File: src/sbc_pkg.sv
/*
 Constants for the stack bounds checker: reserved word addresses,
 underflow floor, field positions, reset values and widths.
 Assumes a 16-bit word machine where bit 0 is the most significant bit.
*/
// Notes on behaviour
// Program starts stack at 401 octal, pointer 400
// Bit 0 set in both disables underflow; the code tests bit 0 of the limit only
// Program sets limit above the initial pointer
// Program keeps limit ten/twenty-three words below end
// Program loads fault handler address at 43 octal
// Program sets frame pointer equal to pointer
// Check overflow on every push, after writing
// Some pushes may check overflow before writing
// Overflow when pointer strictly greater than limit
// Check underflow after every pop
// Underflow when pointer below 400 and bit clear
// Pointer moves one per word pushed or popped
// Pointer at 40 octal, limit at 42 octal
// Fault jumps to handler held at 43 octal
// Frame pointer at 41, untouched by push/pop
package sbc_pkg;
	localparam int unsigned WORD_W     = 16;
	localparam int unsigned COUNT_W    = 5;
	// Reserved low-memory word addresses (40 to 43 octal)
	localparam logic [15:0] ADDR_PTR   = 16'h0020;
	localparam logic [15:0] ADDR_FRAME = 16'h0021;
	localparam logic [15:0] ADDR_LIMIT = 16'h0022;
	localparam logic [15:0] ADDR_FAULT = 16'h0023;
	// Lowest legal pointer value (400 octal)
	localparam logic [15:0] UNF_FLOOR  = 16'h0100;
	// Bit 0 in the machine's numbering is the msb
	localparam int unsigned DIS_BIT    = 15;
	// Reset values of the reserved words
	localparam logic [15:0] PTR_RST    = 16'h0000;
	localparam logic [15:0] FRAME_RST  = 16'h0000;
	localparam logic [15:0] LIMIT_RST  = 16'h0000;
	localparam logic [15:0] FAULT_RST  = 16'h0000;
endpackage

File: src/sbc_chk_if.sv
/*
 Carrier between the stack parameter keeper and the bounds comparator.
 Assumes both ends sit in the same clock domain.
*/
`timescale 1ns/1ns
interface sbc_chk_if;
	logic [15:0] new_ptr;
	logic [15:0] limit;
	logic        over;
	logic        under;
	modport keeper (output new_ptr, output limit, input over, input under);
	modport cmp    (input new_ptr, input limit, output over, output under);
endinterface

File: src/sbc_cmp.sv
/*
 Combinational bounds comparator for the stack bounds checker.
 Assumes the keeper presents the candidate pointer and the current limit.
*/
`timescale 1ns/1ns
module sbc_cmp (
	// Operands and verdicts
	sbc_chk_if.cmp chk
);
	wire unf_enabled;

	// Overflow is a strict unsigned greater-than against the limit
	assign chk.over    = chk.new_ptr > chk.limit;
	// Underflow only while the limit's disable bit is clear
	assign unf_enabled = ~chk.limit[sbc_pkg::DIS_BIT];
	assign chk.under   = unf_enabled && (chk.new_ptr < sbc_pkg::UNF_FLOOR);
endmodule // sbc_cmp

File: src/sbc_top.sv
/*
 Stack bounds checker: keeps pointer, frame pointer, limit and fault
 handler address, moves the pointer on pushes and pops, and raises a
 one-cycle stack fault on overflow or underflow.
 Assumes the processor issues at most one push or pop per cycle and
 stores to reserved words through the write port.
*/
`timescale 1ns/1ns
module sbc_top (
	// Clock and reset
	input  wire logic        SYS_CLK,
	input  wire logic        ARST_N,
	// Reserved word stores
	input  wire logic        WR_EN,
	input  wire logic [15:0] WR_ADDR,
	input  wire logic [15:0] WR_DATA,
	// Stack operations
	input  wire logic        PUSH_REQ,
	input  wire logic        POP_REQ,
	input  wire logic [4:0]  OP_WORDS,
	input  wire logic        PRE_CHECK,
	// Stack parameters
	output logic      [15:0] STACK_TOP_POINTER,
	output logic      [15:0] FRAME_ANCHOR_POINTER,
	output logic      [15:0] STACK_CEILING_VALUE,
	output logic      [15:0] FAULT_HANDLER,
	// Fault report
	output logic             FAULT_PULSE,
	output logic             FAULT_OVF,
	output logic             FAULT_UNF,
	output logic      [15:0] FAULT_TARGET
);
	logic [15:0] ptr_reg;
	logic [15:0] ptr_next;
	logic [15:0] frame_reg;
	logic [15:0] limit_reg;
	logic [15:0] handler_reg;
	logic        ovf_reg;
	logic        unf_reg;
	logic [15:0] target_reg;

	wire         do_push;
	wire         do_pop;
	wire  [15:0] words;
	wire  [15:0] cand_ptr;
	wire         ovf_hit;
	wire         unf_hit;
	wire         pre_block;
	wire         wr_ptr;
	wire         wr_frame;
	wire         wr_limit;
	wire         wr_fault;

	sbc_chk_if chk ();

	sbc_cmp sbc_cmp_inst (
		.chk (chk.cmp)
	);

	// Operation decode; push wins if both are requested
	assign do_push  = PUSH_REQ;
	assign do_pop   = POP_REQ && !PUSH_REQ;
	assign words    = {11'h000, OP_WORDS};
	// Pointer moves by one per word transferred
	assign cand_ptr = do_push ? ptr_reg + words : ptr_reg - words;

	// Comparator sees the candidate pointer and the current limit
	assign chk.new_ptr = cand_ptr;
	assign chk.limit   = limit_reg;
	// Overflow checked on every push, underflow on every pop
	assign ovf_hit     = do_push && chk.over;
	assign unf_hit     = do_pop && chk.under;
	// Pre-checked push that would overflow writes nothing
	assign pre_block   = ovf_hit && PRE_CHECK;

	// Reserved word store decode
	assign wr_ptr   = WR_EN && (WR_ADDR == sbc_pkg::ADDR_PTR);
	assign wr_frame = WR_EN && (WR_ADDR == sbc_pkg::ADDR_FRAME);
	assign wr_limit = WR_EN && (WR_ADDR == sbc_pkg::ADDR_LIMIT);
	assign wr_fault = WR_EN && (WR_ADDR == sbc_pkg::ADDR_FAULT);

	// Next pointer: stack operations win over a store in the same cycle, except a push blocked by the pre-check
	assign ptr_next = ((do_push || do_pop) && !pre_block) ? cand_ptr :
	                  (wr_ptr ? WR_DATA : ptr_reg);

	// Stack parameter words
	always_ff @(posedge SYS_CLK or negedge ARST_N) begin
		if (!ARST_N) begin
			ptr_reg     <= sbc_pkg::PTR_RST;
			frame_reg   <= sbc_pkg::FRAME_RST;
			limit_reg   <= sbc_pkg::LIMIT_RST;
			handler_reg <= sbc_pkg::FAULT_RST;
		end else begin
			ptr_reg <= ptr_next;
			if (wr_frame) begin
				frame_reg <= WR_DATA;
			end
			if (wr_limit) begin
				limit_reg <= WR_DATA;
			end
			if (wr_fault) begin
				handler_reg <= WR_DATA;
			end
		end
	end

	// Fault report, one cycle after the offending operation
	always_ff @(posedge SYS_CLK or negedge ARST_N) begin
		if (!ARST_N) begin
			ovf_reg    <= 1'b0;
			unf_reg    <= 1'b0;
			target_reg <= sbc_pkg::FAULT_RST;
		end else begin
			ovf_reg <= ovf_hit;
			unf_reg <= unf_hit;
			if (ovf_hit || unf_hit) begin
				target_reg <= handler_reg;
			end
		end
	end

	// Outputs straight from flip-flops, except FAULT_PULSE, the OR of the two flags
	assign STACK_TOP_POINTER    = ptr_reg;
	assign FRAME_ANCHOR_POINTER = frame_reg;
	assign STACK_CEILING_VALUE  = limit_reg;
	assign FAULT_HANDLER        = handler_reg;
	assign FAULT_OVF            = ovf_reg;
	assign FAULT_UNF            = unf_reg;
	assign FAULT_PULSE          = ovf_reg || unf_reg;
	assign FAULT_TARGET         = target_reg;

	// Push moves the pointer up by the word count unless blocked
	a_push_moves_up: assert property (@(posedge SYS_CLK) disable iff (!ARST_N)
		(PUSH_REQ && !PRE_CHECK) |=> (ptr_reg == $past(ptr_reg) + {11'h000, $past(OP_WORDS)}))
		else $error("Pointer did not advance on push");

	// Pop moves the pointer down by the word count
	a_pop_moves_down: assert property (@(posedge SYS_CLK) disable iff (!ARST_N)
		(POP_REQ && !PUSH_REQ) |=> (ptr_reg == $past(ptr_reg) - {11'h000, $past(OP_WORDS)}))
		else $error("Pointer did not retreat on pop");

	// Overflow flag follows the strict comparison after a push
	a_ovf_verdict: assert property (@(posedge SYS_CLK) disable iff (!ARST_N)
		(PUSH_REQ && !PRE_CHECK) |=> (FAULT_OVF == (ptr_reg > $past(limit_reg))))
		else $error("Overflow flag disagrees with pointer and limit");

	// Underflow flag follows floor and disable bit after a pop
	a_unf_verdict: assert property (@(posedge SYS_CLK) disable iff (!ARST_N)
		(POP_REQ && !PUSH_REQ) |=> (FAULT_UNF ==
		((ptr_reg < sbc_pkg::UNF_FLOOR) && !$past(limit_reg[sbc_pkg::DIS_BIT]))))
		else $error("Underflow flag disagrees with pointer and floor");

	// Disable bit in the limit suppresses underflow altogether
	a_unf_disabled: assert property (@(posedge SYS_CLK) disable iff (!ARST_N)
		limit_reg[sbc_pkg::DIS_BIT] |=> !FAULT_UNF)
		else $error("Underflow raised while checking disabled");

	// Pre-checked overflowing push leaves the pointer alone
	a_pre_holds: assert property (@(posedge SYS_CLK) disable iff (!ARST_N)
		(PUSH_REQ && PRE_CHECK && !wr_ptr) ##1 FAULT_OVF |-> $stable(ptr_reg))
		else $error("Blocked push still moved the pointer");

	// Fault carries the handler address held at the fault word
	a_fault_target: assert property (@(posedge SYS_CLK) disable iff (!ARST_N)
		FAULT_PULSE |-> (FAULT_TARGET == $past(handler_reg)))
		else $error("Fault target is not the handler address");

	// Frame pointer changes only by a store to its word
	a_frame_steady: assert property (@(posedge SYS_CLK) disable iff (!ARST_N)
		!wr_frame |=> $stable(frame_reg))
		else $error("Frame pointer changed without a store");

	// Store to the pointer word loads the pointer when no operation runs
	a_ptr_store: assert property (@(posedge SYS_CLK) disable iff (!ARST_N)
		(wr_ptr && !PUSH_REQ && !POP_REQ) |=> (ptr_reg == $past(WR_DATA)))
		else $error("Pointer store did not take");

	// Every push is followed by a one-cycle overflow verdict only
	a_push_no_unf: assert property (@(posedge SYS_CLK) disable iff (!ARST_N)
		PUSH_REQ |=> !FAULT_UNF)
		else $error("Push produced an underflow report");

	// A pop never reports an overflow
	a_pop_no_ovf: assert property (@(posedge SYS_CLK) disable iff (!ARST_N)
		(POP_REQ && !PUSH_REQ) |=> !FAULT_OVF)
		else $error("Pop produced an overflow report");

	// Overflow report only follows a push
	a_ovf_push_only: assert property (@(posedge SYS_CLK) disable iff (!ARST_N)
		FAULT_OVF |-> $past(PUSH_REQ))
		else $error("Overflow reported without a push");

	// Underflow report only follows a pop
	a_unf_pop_only: assert property (@(posedge SYS_CLK) disable iff (!ARST_N)
		FAULT_UNF |-> $past(POP_REQ && !PUSH_REQ))
		else $error("Underflow reported without a pop");

	// Pre-checked push judges the pointer it would reach
	a_pre_verdict: assert property (@(posedge SYS_CLK) disable iff (!ARST_N)
		(PUSH_REQ && PRE_CHECK) |=> (FAULT_OVF == (($past(ptr_reg) + {11'h000, $past(OP_WORDS)}) > $past(limit_reg))))
		else $error("Pre-checked overflow verdict is wrong");

	// Pointer holds while nothing moves or stores it
	a_ptr_idle_hold: assert property (@(posedge SYS_CLK) disable iff (!ARST_N)
		(!PUSH_REQ && !POP_REQ && !wr_ptr) |=> $stable(ptr_reg))
		else $error("Pointer moved without a cause");

	// Store to the limit word loads the limit
	a_limit_store: assert property (@(posedge SYS_CLK) disable iff (!ARST_N)
		wr_limit |=> (limit_reg == $past(WR_DATA)))
		else $error("Limit store did not take");

	// Store to the frame word loads the frame pointer
	a_frame_store: assert property (@(posedge SYS_CLK) disable iff (!ARST_N)
		wr_frame |=> (frame_reg == $past(WR_DATA)))
		else $error("Frame pointer store did not take");

	// Store to the fault word loads the handler address
	a_handler_store: assert property (@(posedge SYS_CLK) disable iff (!ARST_N)
		wr_fault |=> (handler_reg == $past(WR_DATA)))
		else $error("Handler store did not take");

	// Fault target only changes on a fault
	a_target_steady: assert property (@(posedge SYS_CLK) disable iff (!ARST_N)
		!(ovf_hit || unf_hit) |=> $stable(target_reg))
		else $error("Fault target changed without a fault");
endmodule // sbc_top

File: config.mk
export PLATFORM = sky130hd
export DESIGN_NAME = sbc_top
export DESIGN_NICKNAME = d
export VERILOG_FILES = /design/src/sbc_pkg.sv /design/src/sbc_chk_if.sv /design/src/sbc_cmp.sv /design/src/sbc_top.sv
export SDC_FILE = /design/constraint.sdc
export NUM_CORES = 1
export LEC_CHECK = 0
export BUFFER_PORTS_ARGS = -buffer_cell sky130_fd_sc_hd__buf_2
export CAP_MARGIN = 20
export CORE_ASPECT_RATIO = 1.5
export CORE_MARGIN = 5
export CORE_UTILIZATION = 35
export CTS_CLUSTER_DIAMETER = 50
export DETAILED_ROUTE_END_ITERATION = 8
export PLACE_DENSITY = 0.57
export SLEW_MARGIN = 20
export SYNTH_ARGS = -nofsm -noshare
export SYNTH_HDL_FRONTEND = slang
export SYNTH_HIERARCHICAL = 1
export SYNTH_SLANG_ARGS = --single-unit
File: constraint.sdc
create_clock -name SYS_CLK -period 5.4 [get_ports SYS_CLK]
set_clock_uncertainty 0.2 [all_clocks]
set_input_delay 0.27 -clock SYS_CLK [delete_from_list [all_inputs] [get_ports SYS_CLK]]
set_output_delay 0.27 -clock SYS_CLK [all_outputs]
set_load 0.01 [all_outputs]
# ---- Word-level counts from Yosys, hierarchy flattened
# Index checks and enable logic that the tools add are counted.
dict set report totals {
  ff_bits 82
  inputBits 43
  out_inout_bits 83
  word_cells 35
}
dict set report op_classes {
  n_addsub 2
  order_cmp 2
  n_eq_ne 4
  n_mux 3
  bitwise_logic 1
  n_reduce_logical 16
}
# op n
set op_table {}
lappend op_table {{$eq 16x6->1 const B} 4}
lappend op_table {{$mux 16} 3}
lappend op_table {{$add 16x5->16} 1}
lappend op_table {{$gt 16x16->1} 1}
lappend op_table {{$lt 16x9->1 const B} 1}
lappend op_table {{$sub 16x5->16} 1}
lappend op_table {{$logic_and 1x1->1} 10}
lappend op_table {{$logic_or 1x1->1} 3}
lappend op_table {{$logic_not 1->1} 2}
lappend op_table {{$reduce_bool 2->1} 1}
lappend op_table {{$not 1->1} 1}

# ---- Logic depth before layout (Yosys ltp)
dict set report logic_depth {
  word_depth 8
  ltp_mapped 23
  depth_no_buf 23
}

# ---- Cells and area by module
# Netlist, hierarchy kept.
# module instances cells_per_inst area_each_um2 seq_area_each_um2
set by_module_without_submodules {}
lappend by_module_without_submodules {sbc_top 1 335 4063.9 2052.0}
lappend by_module_without_submodules {sbc_cmp 1 60 426.7 0.0}

# ---- Least setup slack after synthesis
# No wires, ideal clock.
dict set report synth_path {
  path_kind {input to register}
  start {input OP_WORDS[0]}
  end {register target_reg[10] (netlist: FAULT_TARGET[10])}
  setup_time_ns 0.125
  arrival_time_ns 4.790
  required_ns 5.075
  slack_ns 0.285
  stages 22
  path_buffers 2
  path_cell_list {inv_1 ha_1 nor3b_1 ha_1 mux2_2 ha_1 a21oi_2 and2_4 a211o_1 a211oi_2 nand2b_1 xor2_2 ha_1 nand4_1 nor2_1 a221o_1 o31a_1 and2_1 or2_2 clkbuf_1 buf_2 mux2_2}
}
dict set report synth_between {
  elab_cells_between_ends 9
  cone_classes {add/sub: 2; order compare: 2; mux: 1; reduce/logical: 4}
}
# element line_no
set synth_rtl {}
lappend synth_rtl {{start: declaration} sbc_top.sv:20} ;# input wire logic [4:0] OP_WORDS,
lappend synth_rtl {{$sub 16x5->16 / $add 16x5->16 (equally long branches)} sbc_top.sv:65} ;# assign cand_ptr = do_push ? ptr_reg + words : ptr_reg - words;
lappend synth_rtl {{$mux 16 *} sbc_top.sv:65}
lappend synth_rtl {{via cand_ptr[13]} sbc_top.sv:45} ;# wire [15:0] cand_ptr;
lappend synth_rtl {{$gt 16x16->1 *} sbc_cmp.sv:13} ;# assign chk.over = chk.new_ptr > chk.limit;
lappend synth_rtl {{via chk.over} sbc_chk_if.sv:9} ;# logic over;
lappend synth_rtl {{$logic_and 1x1->1 *} sbc_top.sv:71} ;# assign ovf_hit = do_push && chk.over;
lappend synth_rtl {{via ovf_hit} sbc_top.sv:46} ;# wire ovf_hit;
lappend synth_rtl {{$logic_or 1x1->1 *} sbc_top.sv:116} ;# if (ovf_hit || unf_hit) begin
lappend synth_rtl {{end signal: assignment} sbc_top.sv:112} ;# target_reg <= sbc_pkg::FAULT_RST;
lappend synth_rtl {{end signal: assignment} sbc_top.sv:117} ;# target_reg <= handler_reg;
lappend synth_rtl {{end: declaration} sbc_top.sv:40} ;# logic [15:0] target_reg;
# The timed path passes the listed nets; every way through them passes the cells marked *.
# A chain may end at the register's enable or synchronous reset.

# ---- Worst setup path in the final report
dict set report layout_path {
  start {input OP_WORDS[0]}
  end {register target_reg[8] (netlist: FAULT_TARGET[8])}
}
# The elaborated chain is that of the path after synthesis.

==> impl_metrics.py <==
metrics = {
    "status": {
        "status": "complete, no violations",
    },
    "global_route": {
        "grtUsageTotal": 0.161,
        "grt_pass1_vias": 3666,
        "grt_antenna_before_repair": 0,
        "grt-ovfl-total": 0,
        "grt_max_degree": 83,
        "grt_pass1_wl_um": 18800,
    },
    "worst_hold_path": {
        "hold_start": "WR_DATA[13]",
        "whs_endpoint": "STACK_CEILING_VALUE[13]$_DFFE_PN0P_",
        "hp-class": "in -> reg",
        "whs_path_depth": 2,
    },
    "yosys": {
        "synthDistinctLibCells": 45,
        "synth.avg_cell_area_um2": 11.4,
        "ys_seq_area_frac": 0.457,
        "synth_area_mm2": 0.00449,
        "synth_fp_nets": 472,
        "yosysWarnings": 6,
        "synth_top_area_frac": 0.457,
        "synth_mux_area_frac": 0.201,
        "ys_seq_elements": 82,
        "synth.area.top_cells": "dfrtp_1, mux2_2, ha_1",
        "synth_top_family_by_area": "multiplexers",
        "syn_inst": 395,
        "synth_top_area_cell": "dfrtp_1",
        "yosys.area_share.simple": 0.0942,
        "synthAdderAreaFrac": 0.0964,
        "synth_compound_area_frac": 0.0833,
        "synthXorXnorAreaFrac": 0.0329,
    },
    "worst_setup_path": {
        "critical_path_required_ns": 5.42,
        "cp_cell_sequence": "buf_2 -> inv_1 -> ha_1 -> nor3b_2 -> ha_1 -> mux2_2 -> ha_1 -> a21oi_2 -> and2_4 -> a211o_1 -> a211oi_2 -> nand2b_1 -> xor2_2 -> ha_1 -> nand4_1 -> nor2_1 -> a221o_1 -> o31a_1 -> and2_1 -> or2_2 -> mux2_2",
        "r2r_slack_ns": 0.63,
        "critPathMaxStageDelay_ns": 0.49,
        "crit_fanout": 16,
        "start_kind": "input port",
        "arrival_ns": 5.03,
        "reg2regPathDepth": 16,
        "critPathKind": "in -> reg",
        "worstReg2RegStart": "STACK_TOP_POINTER[0]$_DFFE_PN0P_",
        "r2r_end": "FAULT_TARGET[8]$_DFFE_PN0P_",
        "critPathLaunch": "OP_WORDS[0]",
        "slowest_stage": "or2_2",
        "end_kind": "flip-flop",
        "path_common_cell": "ha_1",
    },
    "clock_network": {
        "cts_tree": "done",
        "insertion_delay_ns": 0.33,
        "cts_setup_buffers": 0,
        "cts_root_buf": "clkbuf_16",
        "cts_num_sinks": 82,
        "clkTransAtPathRegs_ns": 0.06,
        "numCtsBuffers": 9,
        "htree_num_levels": 3,
        "cts_buffer_depth": 2,
    },
    "route": {
        "drt_wl_total_um": 12000,
        "via_per_inst": 5.03,
        "drtPass1Iterations": 6,
        "avgRoutedWirePerCell_um": 17.3,
        "vias": 3482,
        "drtAntennaViolNets": 0,
        "drc": 0,
        "drt-initial-drc-count": 98,
    },
    "power": {
        "clkPwrFrac": 0.220,
        "leakagePower_nw": 2.92,
        "p_int_w": 0.00165,
        "p_sw_frac": 0.401,
        "switching_power_w": 0.00111,
        "ir_drop_v": 0.000227,
        "combPwrFrac": 0.505,
        "power_density_mw_per_mm2": 487,
        "power_frac_seq": 0.274,
    },
    "sta": {
        "post-route-period-util": 0.928,
        "whs_ns": 0.0211,
        "grt_setup_unrepaired": "false",
        "drv_slew": 0,
        "post-route-min-period_ns": 5.01,
        "setup_ws_ns": 0.391,
        "slew_headroom": 0.415,
        "worstMarginPinSlew_ns": 0.877,
        "max_freq_ghz": 0.200,
        "hold_viol": 0,
        "finalSetupViolCount": 0,
    },
    "layout": {
        "fill_cells": 1254,
        "layout_commonest_cell": "buf_2",
        "layout_common_cells": "buf_2, dfrtp_1, mux2_2",
        "drive_gt1_frac": 0.425,
        "fin_nets": 609,
        "fin_util": 0.453,
        "multiInputGateArea_mm2": 0.00229,
        "diodes": 0,
        "ff_latch_area_mm2": 0.00205,
        "fin_cells": 692,
        "synthToLayoutAreaGrowth_pct": 26.2,
    },
    "place": {
        "pre_cts_ws_ns": -0.0752,
        "hpwl_um": 9410,
        "portBuffers": 125,
        "gp_congestion": 0.861,
        "dp.cells": 674,
    },
    "die": {
        "die_area_mm2": 0.0152,
        "die_h_um": 149,
        "ioPinCount": 126,
        "rows": 50,
        "die_x_um": 102,
        "coreArea_mm2": 0.0125,
        "initial_core_util": 0.359,
    },
    "flow_run": {
        "drv_cap": 0,
    },
}
power groups by stage:
stage	combinational, W	sequential (W)	clock (W)
global route	0.00158	0.000768	0.000656
detailed placement	0.00139	0.000772	0
floorplan	0.000952	0.000776	0
CTS	0.00140	0.000761	0.000628
global placement	0.00137	0.000771	0
finish	0.00140	0.000757	0.000609
worst max path at each step:
stage,end,depth (start not counted)
2_1_floorplan,FAULT_TARGET[10]$_DFFE_PN0P_,22
5_1_grt,FAULT_TARGET[9]$_DFFE_PN0P_,21
3_3_place_gp,FAULT_TARGET[7]$_DFFE_PN0P_,21
4_1_cts,FAULT_TARGET[8]$_DFFE_PN0P_,21
6_report,FAULT_TARGET[8]$_DFFE_PN0P_,21
3_5_place_dp,FAULT_TARGET[8]$_DFFE_PN0P_,21
synthesized netlist by cell type:
library cell	instances
a211o_1	1
a211oi_2	1
a21boi_2	1
a21o_1	2
a21oi_1	38
a21oi_2	1
a221o_1	1
a31oi_1	1
and2_1	3
and2_4	1
and3_1	1
buf_2	3
buf_6	3
clkbuf_1	4
dfrtp_1	82
fa_1	1
ha_1	33
inv_1	25
mux2_2	66
mux2i_1	16
nand2_1	20
nand2b_1	3
nand3_1	4
nand3_2	1
nand4_1	5
nor2_1	25
nor2_2	1
nor2b_1	2
nor3_1	5
nor3_4	1
nor3b_1	1
nor3b_2	1
nor4_1	4
nor4_2	1
nor4bb_1	1
o211ai_1	1
o21a_1	3
o21ai_0	11
o221ai_1	1
o2bb2ai_1	1
o31a_1	1
or2_2	2
xnor2_1	7
xor2_1	8
xor2_2	1
kinds of logic after synthesis:
logic type      count (synthesis)
simple gates                   82
compound gates                 64
fa+ha+maj                      34
xor+xnor                       16
mux                            82
buf+inv                        35
flops                          82
state kept, by name (all words and copies together), names as in the netlist:
name and count:
FAULT_UNF 1, FAULT_OVF 1, FAULT_HANDLER 16, STACK_CEILING_VALUE 16, STACK_TOP_POINTER 16, FRAME_ANCHOR_POINTER 16, FAULT_TARGET 16
worst max-delay path, delay by kind of cell:
family,cells,cell delay [ns]
AND/OR/NAND/NOR,7,1.40
AO/OA/AOI/OAI,5,1.26
adder cells (fa/ha/maj),4,1.10
multiplexers,2,0.61
XOR/XNOR,1,0.20
buffers and inverters,2,0.17
final cells by class:
class                           instances  share of cell area
Multi-Input combinational cell        278               0.404
Sequential cell                        82               0.362
Timing Repair Buffer                  136               0.130
Clock buffer                           11              0.0428
Tap cell                              156              0.0344
Inverter                               25              0.0166
Clock inverter                          4             0.00927
per-stage QoR:
stage                     TNS [ns]  cell area [um^2]  power (W)
after global routing             0              5670    0.00300
after floorplan                  0              4490    0.00173
final                            0              5670    0.00276
after global placement           0              5320    0.00214
after detailed placement    -0.966              5320    0.00217
after CTS                        0              5630    0.00279
routing by layer:
layer	track usage	wire length (um)
met1	0.185	4630
met5	0	0
met4	0.0538	281
met2	0.284	6230
met3	0.0413	836
timing repair:
action / 4_1_cts / 5_1_grt
setup endpoints to repair: 0 / 27
hold buffers: 2 / 0
resized for setup: 0 / 1
endpoints found under the hold margin: 83 / 0
Power figures use the tool's default switching activity.
